**src/shared/pwr_mode_pkg.sv**
```systemverilog
// Power-mode controller constants: register map, field positions, timing.
// Assumes a 25 MHz system clock and an 8-bit register port from the serial front end.
package pwr_mode_pkg;

	// ----------------------------------------------------------------
	// Register map
	// ----------------------------------------------------------------
	localparam logic [7:0] ADDR_INACT_THRESH = 8'h25;
	localparam logic [7:0] ADDR_INACT_DUR = 8'h26;
	localparam logic [7:0] ADDR_RATE_CFG = 8'h2C;
	localparam logic [7:0] ADDR_POWER_CONTROL = 8'h2D;

	localparam logic [7:0] RST_INACT_THRESH = 8'h00;
	localparam logic [7:0] RST_INACT_DUR = 8'h00;
	localparam logic [7:0] RST_RATE_CFG = 8'h0A;
	localparam logic [7:0] RST_POWER_CONTROL = 8'h00;

	// ----------------------------------------------------------------
	// Field positions
	// ----------------------------------------------------------------
	localparam int RATE_LSB = 0;
	localparam int RATE_W = 4;
	localparam int REDUCED_BIT = 4;
	localparam int MEASURE_BIT = 3;
	localparam int AUTO_SLEEP_BIT = 4;
	localparam int LINK_BIT = 5;
	localparam logic [7:0] RATE_CFG_MASK = 8'h1F;
	localparam logic [7:0] POWER_CONTROL_MASK = 8'h38;

	// Rate codes
	localparam logic [3:0] RATE_MAX = 4'hF;
	localparam logic [3:0] RATE_SLEEP = 4'h6;
	localparam logic [3:0] RATE_LP_MIN = 4'h7;
	localparam logic [3:0] RATE_LP_MAX = 4'hC;

	// ----------------------------------------------------------------
	// Timing
	// ----------------------------------------------------------------
	localparam int CLK_HZ = 25_000_000;
	localparam int TOP_RATE_HZ = 3200;
	// Period at code 1111 in clocks; lower codes double it
	localparam int BASE_PERIOD_CYC = CLK_HZ / TOP_RATE_HZ;
	localparam int SETTLE_US = 1100;
	localparam int SETTLE_CYC = (SETTLE_US * (CLK_HZ / 1_000_000));
	localparam int CNT_W = 32;

	typedef enum logic [1:0] {
		PM_STANDBY,
		PM_SETTLE,
		PM_MEASURE,
		PM_SLEEP
	} pm_state_t;

endpackage : pwr_mode_pkg

```
**src/logic/power_mode_control.sv**
```systemverilog
// Power-mode controller: standby, measurement, settle and auto-sleep sequencing.
// Assumes a serial front end presents one-cycle register read/write strobes on clk.
`timescale 1ns/1ns
`default_nettype none
module power_mode_control #(
	parameter int SETTLE_CYCLES = pwr_mode_pkg::SETTLE_CYC,
	parameter int BASE_CYCLES = pwr_mode_pkg::BASE_PERIOD_CYC
) (
	input wire logic clk,
	input wire logic rst,
	input wire logic reg_wr,
	input wire logic reg_rd,
	input wire logic [7:0] reg_addr,
	input wire logic [7:0] reg_wdata,
	output logic [7:0] reg_rdata,
	output logic reg_rvalid,
	input wire logic inactivity_seen,
	input wire logic activity_seen,
	output logic sample_tick,
	output logic sampling_on,
	output logic data_valid,
	output logic reduced_sampling,
	output logic [3:0] active_rate,
	output logic asleep,
	output logic fifo_hold,
	output pwr_mode_pkg::pm_state_t mode
);
	import pwr_mode_pkg::*;

	// ----------------------------------------------------------------
	// Registers
	// ----------------------------------------------------------------
	logic [7:0] inact_thresh_ff;
	logic [7:0] inact_dur_ff;
	logic [7:0] rate_cfg_ff;
	logic [7:0] power_control_ff;
	pm_state_t state_ff;
	pm_state_t nxt_state;
	logic [CNT_W-1:0] settle_ff;
	logic settle_done_ff;
	logic tick;
	logic run;
	logic div_run;
	logic measure_en;
	logic auto_sleep_en;
	logic [3:0] cur_rate;

	function automatic logic hit(input logic [7:0] a, input logic [7:0] target);
		hit = (a == target);
	endfunction : hit

	assign measure_en = power_control_ff[MEASURE_BIT];
	assign auto_sleep_en = power_control_ff[AUTO_SLEEP_BIT] && power_control_ff[LINK_BIT];

	// Register writes accepted in every mode, standby included
	always_ff @(posedge clk) begin
		if (rst) begin
			inact_thresh_ff <= RST_INACT_THRESH;
		end else if (reg_wr && hit(reg_addr, ADDR_INACT_THRESH)) begin
			inact_thresh_ff <= reg_wdata;
		end
	end

	always_ff @(posedge clk) begin
		if (rst) begin
			inact_dur_ff <= RST_INACT_DUR;
		end else if (reg_wr && hit(reg_addr, ADDR_INACT_DUR)) begin
			inact_dur_ff <= reg_wdata;
		end
	end

	always_ff @(posedge clk) begin
		if (rst) begin
			rate_cfg_ff <= RST_RATE_CFG;
		end else if (reg_wr && hit(reg_addr, ADDR_RATE_CFG)) begin
			rate_cfg_ff <= reg_wdata & RATE_CFG_MASK;
		end
	end

	always_ff @(posedge clk) begin
		if (rst) begin
			power_control_ff <= RST_POWER_CONTROL;
		end else if (reg_wr && hit(reg_addr, ADDR_POWER_CONTROL)) begin
			power_control_ff <= reg_wdata & POWER_CONTROL_MASK;
		end
	end

	// Unmapped addresses read as zero
	always_ff @(posedge clk) begin
		if (rst) begin
			reg_rdata <= 8'h00;
			reg_rvalid <= 1'b0;
		end else begin
			reg_rvalid <= reg_rd;
			if (reg_rd) begin
				case (reg_addr)
					ADDR_INACT_THRESH: reg_rdata <= inact_thresh_ff;
					ADDR_INACT_DUR: reg_rdata <= inact_dur_ff;
					ADDR_RATE_CFG: reg_rdata <= rate_cfg_ff;
					ADDR_POWER_CONTROL: reg_rdata <= power_control_ff;
					default: reg_rdata <= 8'h00;
				endcase
			end
		end
	end

	// ----------------------------------------------------------------
	// Mode sequencer
	// ----------------------------------------------------------------
	always_comb begin
		nxt_state = state_ff;
		case (state_ff)
			PM_STANDBY: begin
				if (measure_en) begin
					nxt_state = PM_SETTLE;
				end
			end
			PM_SETTLE: begin
				if (!measure_en) begin
					nxt_state = PM_STANDBY;
				end else if (settle_done_ff && tick) begin
					nxt_state = PM_MEASURE;
				end
			end
			PM_MEASURE: begin
				if (!measure_en) begin
					nxt_state = PM_STANDBY;
				end else if (auto_sleep_en && inactivity_seen) begin
					nxt_state = PM_SLEEP;
				end
			end
			PM_SLEEP: begin
				if (!measure_en) begin
					nxt_state = PM_STANDBY;
				end else if (!auto_sleep_en || activity_seen) begin
					// Wake pays the same settle as a fresh enable
					nxt_state = PM_SETTLE;
				end
			end
			default: nxt_state = PM_STANDBY;
		endcase
	end

	always_ff @(posedge clk) begin
		if (rst) begin
			state_ff <= PM_STANDBY;
		end else begin
			state_ff <= nxt_state;
		end
	end

	// Fixed 1.1 ms settle, then wait for one full sample tick
	always_ff @(posedge clk) begin
		if (rst || state_ff != PM_SETTLE) begin
			settle_ff <= '0;
			settle_done_ff <= 1'b0;
		end else if (settle_ff >= CNT_W'(SETTLE_CYCLES - 1)) begin
			settle_done_ff <= 1'b1;
		end else begin
			settle_ff <= settle_ff + CNT_W'(1);
		end
	end

	// ----------------------------------------------------------------
	// Sampling rate
	// ----------------------------------------------------------------
	// Sleep caps rate below 12.5 Hz; slower user codes are kept
	always_comb begin
		cur_rate = rate_cfg_ff[RATE_LSB +: RATE_W];
		if (state_ff == PM_SLEEP && cur_rate > RATE_SLEEP) begin
			cur_rate = RATE_SLEEP;
		end
	end

	assign run = (state_ff != PM_STANDBY);
	// Divider held during settle, so a full period follows it
	assign div_run = run && (state_ff != PM_SETTLE || settle_done_ff);

	sample_tick_gen #(
		.BASE_CYC(BASE_CYCLES),
		.CW(CNT_W)
	) u_tick (
		.clk(clk),
		.rst(rst),
		.run(div_run),
		.rate_code(cur_rate),
		.tick(tick)
	);

	// ----------------------------------------------------------------
	// Outputs
	// ----------------------------------------------------------------
	always_ff @(posedge clk) begin
		if (rst) begin
			sample_tick <= 1'b0;
			sampling_on <= 1'b0;
			data_valid <= 1'b0;
			reduced_sampling <= 1'b0;
			active_rate <= RST_RATE_CFG[RATE_LSB +: RATE_W];
			asleep <= 1'b0;
			fifo_hold <= 1'b1;
			mode <= PM_STANDBY;
		end else begin
			sample_tick <= tick && (state_ff == PM_MEASURE || state_ff == PM_SLEEP);
			sampling_on <= run;
			data_valid <= (state_ff == PM_MEASURE || state_ff == PM_SLEEP);
			// Flag follows bit 4 outside standby; useful codes are the host's duty
			reduced_sampling <= rate_cfg_ff[REDUCED_BIT] && run;
			active_rate <= cur_rate;
			asleep <= (state_ff == PM_SLEEP);
			// FIFO told to keep contents, never flushed by standby
			fifo_hold <= (state_ff == PM_STANDBY);
			mode <= state_ff;
		end
	end

endmodule : power_mode_control
`default_nettype wire

```
**src/logic/sample_tick_gen.sv**
```systemverilog
// Sample-tick divider: one-cycle pulse per output sample period.
// Assumes the rate code is stable except at tick boundaries (sampled there).
`timescale 1ns/1ns
`default_nettype none
module sample_tick_gen #(
	parameter int BASE_CYC = pwr_mode_pkg::BASE_PERIOD_CYC,
	parameter int CW = pwr_mode_pkg::CNT_W
) (
	input wire logic clk,
	input wire logic rst,
	input wire logic run,
	input wire logic [3:0] rate_code,
	output logic tick
);
	import pwr_mode_pkg::*;

	logic [CW-1:0] cnt_ff;
	logic [CW-1:0] period_ff;

	function automatic logic [CW-1:0] period_of(input logic [3:0] code);
		logic [CW-1:0] base;
		base = CW'(BASE_CYC);
		period_of = base << (RATE_MAX - code);
	endfunction : period_of

	// ----------------------------------------------------------------
	// Divider; new code is latched at a period boundary, and every cycle while stopped
	// ----------------------------------------------------------------
	always_ff @(posedge clk) begin
		if (rst || !run) begin
			cnt_ff <= '0;
			period_ff <= period_of(rate_code);
		end else if (cnt_ff >= period_ff - CW'(1)) begin
			cnt_ff <= '0;
			period_ff <= period_of(rate_code);
		end else begin
			cnt_ff <= cnt_ff + CW'(1);
		end
	end

	always_ff @(posedge clk) begin
		if (rst) begin
			tick <= 1'b0;
		end else begin
			tick <= run && (cnt_ff >= period_ff - CW'(1));
		end
	end

endmodule : sample_tick_gen
`default_nettype wire

```
**config.mk**
```make
export PLATFORM = sky130hd
export DESIGN_NAME = power_mode_control
export DESIGN_NICKNAME = d
export VERILOG_FILES = /design/src/shared/pwr_mode_pkg.sv /design/src/logic/power_mode_control.sv /design/src/logic/sample_tick_gen.sv
export SDC_FILE = /design/constraint.sdc
export NUM_CORES = 1
export LEC_CHECK = 0
export BUFFER_PORTS_ARGS = -buffer_cell sky130_fd_sc_hd__buf_2
export CAP_MARGIN = 20
export CORE_ASPECT_RATIO = 0.9
export CORE_MARGIN = 4
export CORE_UTILIZATION = 66
export CTS_CLUSTER_DIAMETER = 30
export DETAILED_ROUTE_END_ITERATION = 8
export PLACE_DENSITY_LB_ADDON = 0.08
export SYNTH_ARGS = -nofsm -noshare
export SYNTH_HDL_FRONTEND = slang
export SYNTH_SLANG_ARGS = --single-unit
```
**constraint.sdc**
```tcl
create_clock -name clk -period 7.26 [get_ports clk]
set_clock_uncertainty 0.1 [all_clocks]
set_input_delay 0.363 -clock clk [delete_from_list [all_inputs] [get_ports clk]]
set_output_delay 0.363 -clock clk [all_outputs]
set_load 0.05 [all_outputs]
```
==> results of run 1 <==
-- critical path, cell delays in order, from the launching register on --
cell and delay, ns:
edfxtp_1 0.42, or4_1 0.58, or4_1 0.58, nor3_2 0.43, nand2_1 0.13, xor2_1 0.16
ha_1 0.32, and4_1 0.25, nand3_1 0.17, o221ai_1 0.31, a211o_1 0.28, nand2b_1 0.31
buf_8 0.23
-- metal layers --
metal	vias to the layer above	global-route usage	wire, µm
met3	30	0.0689	838
met1	2731	0.350	6930
met2	199	0.402	7320
li1	2877	-	-
met5	-	0	0
met4	0	0.100	314
-- through the flow --
step	util	hold slack, ns	worst slack, ns	power (mW)	instances
final	0.760	0.102	2.67	1.67	937
after global routing	0.760	0.0916	2.48	1.72	937
after CTS	0.755	0.0845	1.56	1.68	934
after detailed placement	0.697	0.348	1.66	0.824	902
after global placement	0.697	0.341	1.92	0.823	902
after floorplan	-	0.330	2.95	0.814	771
-- synth_stat cells (all sizes together), types with 5 or more instances --
cell and n:
nor2b 5, clkbuf 37, or3 9, buf 5, mux2i 11, nand4 15, and3 23, nor2 49
ha 33, or2 5, xor2 16, nor4 20, dfxtp 113, o32ai 7, nand3 46, o21ai 17
nor3 52, nand2b 15, inv 26, edfxtp 26, and4 9, or4 6, nand2 72, a21oi 53
xnor2 37
-- cells in the final DEF (no fill, tap or decap), types with 4 or more instances in the layout --
cell and instances:
nand2b_1 15, or3_1 9, mux2i_1 11, o31ai_1 4, nor2_1 49, inv_1 26
clkbuf_16 17, nand2_1 72, xnor2_1 37, xor2_1 16, a222oi_1 4, nand4_1 13
or4_1 6, nand3_1 46, buf_2 42, nor3_1 49, nor4_1 19, and4_1 9
and3_1 23, ha_1 33, a21oi_1 53, edfxtp_1 26, dfxtp_1 113, inv_8 7
o21ai_0 17, or2_2 5, inv_6 4, nor2b_1 5, o32ai_1 7, and2_1 4
-- cell families (layout without fill, tap and decap cells) --
kind of cell    after synthesis  after routing  synth area share
simple gates                341            341             0.260
fa+ha+maj                    33             33            0.0598
compound gates              126            126             0.119
mux                          11             11            0.0159
buf+inv                      68            105            0.0377
flops                       139            139             0.441
xor+xnor                     53             53            0.0672
-- state kept, by name (all words and copies together), names as in the netlist, 2 cells and up --
register,count
power_control_ff,3
inact_thresh_ff,8
u_tick.cnt_ff,32
state_ff,2
active_rate,4
reg_rdata,8
mode,2
settle_ff,32
u_tick.period_ff,26
inact_dur_ff,8
rate_cfg_ff,5
-- power by group through the flow --
| stage | logic (mW) | registers, mW | clock network [mW] |
|---|---|---|---|
| 2_1_floorplan | 0.0117 | 0.802 | 0 |
| 3_3_place_gp | 0.0223 | 0.801 | 0 |
| 3_5_place_dp | 0.0231 | 0.801 | 0 |
| 4_1_cts | 0.0234 | 0.784 | 0.875 |
| 5_1_grt | 0.0258 | 0.784 | 0.915 |
| 6_report | 0.0237 | 0.784 | 0.865 |
-- cell type report --
class / count / area, µm² / area share
multi-input cells: 564 / 3620 / 0.465
clock buffers: 17 / 425 / 0.0546
well taps: 129 / 161 / 0.0207
clock inverters: 15 / 166 / 0.0214
repair buffers: 47 / 275 / 0.0353
inverters: 26 / 97.6 / 0.0125
flip-flops and latches: 139 / 3040 / 0.391
-- worst paths after layout --
kind | slack (ns) | to
worst max-delay path | 2.67 | u_tick.period_ff[9]$_SDFFCE_PN0P_
worst min-delay path | 0.10 | inact_thresh_ff[6]$_SDFFE_PP0P_
worst max register to register | 2.67 | u_tick.period_ff[9]$_SDFFCE_PN0P_
worst min register to register | 0.35 | inact_dur_ff[6]$_SDFFE_PP0P_
==> results by group, run 1 <==
Worst hold path
  • Tightest Hold Check Type: input port to flip-flop
  • WHS Path Cells: 3
  • Hold_sp: reg_wdata[6]

Yosys
  • Top post-synthesis cells by area: dfxtp_1, edfxtp_1, ha_1
  • Synthesized net count: 826
  • Post-synth EDFFs: 26
  • Cell variety after synth: 61
  • Seq/Total Area, Yosys: 0.441
  • Post-synth top area share: 0.328
  • Area leader, netlist: dfxtp_1
  • Synth Instances: 771
  • Number of synthesized register bits: 139
  • Synth Cell Area: 6910 µm²
  • Mean area per synthesized cell: 8.96 µm²
  • Ys async rst share: 0
  • Main synth FF type: dfxtp_1
  • Yosys warning total: 0

Pwr
  • Sw frac: 0.233
  • Maximum VDD drop: 0.232 mV
  • Sw power: 0.390 mW
  • Flop pwr share: 0.469
  • Standby leakage power: 2.93 nW
  • Clock network power share: 0.517
  • Logic pwr share: 0.014
  • Pwr Density: 215 nW/µm²
  • Pint: 1.28 mW

GRT
  • Pin count of the biggest net entering global routing: 38
  • GRT Util Overall: 0.261
  • Initial antenna violation count: 0
  • Global route overflow: 0
  • Global-route wire length before repair: 25900 µm
  • Vias in the first global route: 5543

Clock network
  • # clock sinks: 139
  • Worst-Skew Late Latency: 0.42 ns
  • CTS resizes: 0
  • Max Root-Sink Buffers: 2
  • Root Buffer: clkbuf_16
  • Setup bufs post-CTS: 0
  • Clk pin slew, worst setup/hold paths: 0.06 ns
  • CTS H-tree lvls: 4
  • TritonCTS clock tree: done
  • CTS Buf Count: 17
  • Cts hold-fix bufs: 0

Critical path
  • R2R depth: 12
  • Crit Path Max Fanout: 22
  • Startpoint types: flip-flop
  • Crit path DAT: 4.61 ns
  • WP data required: 7.28 ns
  • Reg2reg start: u_tick.period_ff[14]$_DFFE_PP_
  • Crit path capture type: flip-flop
  • Setup Crit Path Kind: flip-flop to flip-flop
  • Crit path from: u_tick.period_ff[14]$_DFFE_PP_

Cells and area
  • Post-layout instance area: 7790 µm²
  • Diodes inserted: 0
  • Filler Cell Count: 730
  • Layout cells sized above 1: 0.114
  • Area Growth Syn to Fin: 12.8%
  • Final net count: 850

Timing
  • Final cycle utilization of the critical path: 0.633
  • Tmin final: 4.59 ns
  • Slew Limit Fails: 0
  • Slew at the pin closest to its max-slew limit: 1.09 ns
  • TNS Setup: 0 ns
  • # setup viols final: 0
  • Fmax achieved: 0.218 GHz
  • Unrepaired setup endpoints after global routing: false
  • Relative slew slack: 0.271
  • Hold Fails Final Rpt: 0

Route
  • Drt wl/cell: 16.4 µm
  • Via density: 6.23
  • DR vias: 5837
  • Final wirelength: 15400 µm
  • DRC viols: 0
  • DRT Pass-1 Iters: 8
  • 1st-iter DRT viols: 658
  • Routed Antenna Nets: 0

Job
  • Max cap viols: 0

Floorplanning
  • Core Box Area: 10200 µm²
  • # rows: 35
  • Io pins: 43
  • Die area: 12200 µm²
  • Die height: 105 µm
  • Chip Width: 116 µm
  • Initial Util: 0.674

Run status
  • Status: finished, final reports clean

Placed design
  • DP Area: 7150 µm²
  • Count of buffers from port buffering: 42
  • Dpl hpwl: 10200 µm
  • Routability congestion estimate: 0.828
(Power assumes the default switching activity.)
==> run 2, diff against run 1 <==
- ABC_AREA: not set -> 1
- CORE_UTILIZATION: 66 -> 61
- clock period: 7.26 -> 4.5 ns (I/O delays scaled with it)
==> results by group, run 2 <==
Cells and area
  • Commonest non-fill, non-tap cell in the layout: nand2_1
  • Area Growth Syn to Fin: 12.5%
  • Final net count: 1164
  • Largest registers: settle_ff (32), u_tick.cnt_ff (32), u_tick.period_ff (26)
  • Diodes inserted: 0
  • Most frequent cells in the layout: nand2_1, nor2_1, inv_1
  • Post-layout instance area: 8480 µm²
  • Layout cells sized above 1: 0.0971
  • Filler Cell Count: 1030

Placed design
  • Dpl hpwl: 12000 µm
  • DP Area: 7860 µm²
  • Count of buffers from port buffering: 42
  • Routability congestion estimate: 0.888

Floorplanning
  • Initial Util: 0.624
  • Die area: 14200 µm²
  • # rows: 38
  • Io pins: 43
  • Core Box Area: 12100 µm²
  • Chip Width: 125 µm
  • Die height: 113 µm

Timing
  • Fmax achieved: 0.257 GHz
  • # setup viols final: 0
  • Tmin final: 3.89 ns
  • TNS Setup: 0 ns
  • Unrepaired setup endpoints after global routing: false
  • Hold Fails Final Rpt: 0
  • Slew at the pin closest to its max-slew limit: 0.922 ns
  • Relative slew slack: 0.385
  • Final cycle utilization of the critical path: 0.865
  • Slew Limit Fails: 0

Clock network
  • CTS resizes: 0
  • Worst-Skew Late Latency: 0.42 ns
  • CTS H-tree lvls: 4
  • Max Root-Sink Buffers: 2
  • Setup bufs post-CTS: 0
  • Cts hold-fix bufs: 8
  • Root Buffer: clkbuf_16
  • Clk pin slew, worst setup/hold paths: 0.06 ns
  • TritonCTS clock tree: done
  • CTS Buf Count: 17
  • # clock sinks: 139

Critical path
  • R2R depth: 17
  • Reg2reg end: u_tick.cnt_ff[8]$_SDFF_PP0_
  • R2r setup slk: 0.61 ns
  • Crit path capture type: flip-flop
  • Crit Path Max Fanout: 31
  • Startpoint types: flip-flop
  • Reg2reg start: u_tick.period_ff[2]$_SDFFCE_PN0P_
  • Setup Crit Path Kind: flip-flop to flip-flop
  • Crit path DAT: 4.14 ns
  • WP data required: 4.75 ns

GRT
  • Vias in the first global route: 6296
  • GRT busiest layer: met2
  • GRT Util Overall: 0.245
  • Global route overflow: 0
  • Grt met3 use: 0.0698
  • GRT met2 Usage: 0.412
  • Initial antenna violation count: 0
  • Pin count of the biggest net entering global routing: 32
  • Global-route wire length before repair: 28700 µm
  • Grt met1 use: 0.305

Yosys
  • Number of synthesized register bits: 139
  • Post-synth top area share: 0.300
  • Post-synth EDFFs: 26
  • Ys async rst share: 0
  • Yosys warning total: 0
  • Area leader, netlist: dfxtp_1
  • Synthesized net count: 1114
  • Synth Cell Area: 7540 µm²
  • Synth Instances: 1059
  • Top post-synthesis cells by area: dfxtp_1, nand2_1, edfxtp_1
  • Cell variety after synth: 40
  • Top cells by count, synth: nand2_1, nor2_1, inv_1
  • Most frequent cell after synthesis: nand2_1
  • Mean area per synthesized cell: 7.12 µm²
  • Seq/Total Area, Yosys: 0.404
  • Main synth FF type: dfxtp_1

Pwr
  • Maximum VDD drop: 0.320 mV
  • Standby leakage power: 3.58 nW
  • Pwr Total: 2.63 mW
  • Pwr Density: 310 nW/µm²

Job
  • Max cap viols: 0

Worst hold path
  • Hold Path Sink: reg_rdata[7]$_SDFFE_PP0P_
  • Hold_sp: reg_rd
  • WHS Path Cells: 3
  • Tightest Hold Check Type: input port to flip-flop

Route
  • Routed Antenna Nets: 0
  • Via density: 5.11
  • DRC viols: 0
  • Final wirelength: 16600 µm
  • DRT Pass-1 Iters: 4
  • DR vias: 6552
  • Drt wl/cell: 12.9 µm
  • 1st-iter DRT viols: 362

Run status
  • Status: finished, final reports clean
-- run 2: area by class of cell --
type | count | area, µm² | area share
well taps | 160 | 200 | 0.0236
repair buffers | 51 | 298 | 0.0351
flip-flops and latches | 139 | 3040 | 0.359
clock buffers | 17 | 425 | 0.0502
clock inverters | 15 | 113 | 0.0133
inverters | 155 | 582 | 0.0686
multi-input cells | 745 | 3820 | 0.450
-- run 2: cell families after synthesis --
| group | count (synthesis) | synth area share |
|---|---|---|
| compound gates | 120 | 0.0835 |
| xor+xnor | 49 | 0.0569 |
| fa+ha+maj | 33 | 0.0548 |
| buf+inv | 175 | 0.0906 |
| flops | 139 | 0.404 |
| simple gates | 543 | 0.311 |
-- run 2: worst max-delay path, stage by stage, from the launching register on --
cell,delay (ns)
edfxtp_1,0.40
inv_1,0.12
ha_1,0.20
nand2_1,0.06
nor2_1,0.21
nand2_2,0.13
nor3b_2,0.26
nand4_1,0.15
nor2_1,0.14
nand2_1,0.07
ha_1,0.27
nand2_1,0.08
nor2_1,0.06
and2_1,0.15
a21oi_1,0.20
nand3_2,0.56
buf_4,0.49
nor2_1,0.15
-- run 2: metrics by stage --
stage          setup slack [ns]  std cells  hold slack [ns]  utilization
6_report                  0.610       1282           0.0394        0.702
5_1_grt                   0.265       1282           0.0575        0.702
4_1_cts                   0.556       1282           0.0274        0.702
3_5_place_dp              0.572       1242            0.318        0.651
3_3_place_gp              0.761       1242            0.315        0.651
2_1_floorplan              1.17       1059            0.251            -
-- run 2: how the worst max path moves through the flow --
stage                                           start  cells past startpoint                             end  slack (ns)
floorplan           u_tick.period_ff[2]$_SDFFCE_PN0P_                     18  u_tick.period_ff[10]$_DFFE_PP_        1.17
global placement    u_tick.period_ff[2]$_SDFFCE_PN0P_                     17    u_tick.cnt_ff[26]$_SDFF_PP0_        0.76
detailed placement  u_tick.period_ff[2]$_SDFFCE_PN0P_                     17    u_tick.cnt_ff[13]$_SDFF_PP0_        0.57
CTS                 u_tick.period_ff[2]$_SDFFCE_PN0P_                     17    u_tick.cnt_ff[18]$_SDFF_PP0_        0.56
global route        u_tick.period_ff[2]$_SDFFCE_PN0P_                     17    u_tick.cnt_ff[18]$_SDFF_PP0_        0.27
finish              u_tick.period_ff[2]$_SDFFCE_PN0P_                     17     u_tick.cnt_ff[8]$_SDFF_PP0_        0.61
-- run 2: per-layer routing --
metal	vias up	wire [µm]
met3	36	863
met2	147	7700
li1	3452	-
met1	2917	7590
met5	-	0
met4	0	437
-- run 2: where the power goes --
part | total (mW) | internal [mW] | switching, mW | leakage (nW)
Sequential | 1.27 | 1.27 | 0.00526 | 1.21
Clock | 1.28 | 0.713 | 0.567 | 0.267
Combinational | 0.0750 | 0.0236 | 0.0513 | 2.11
Total | 2.63 | 2.00 | 0.624 | 3.58
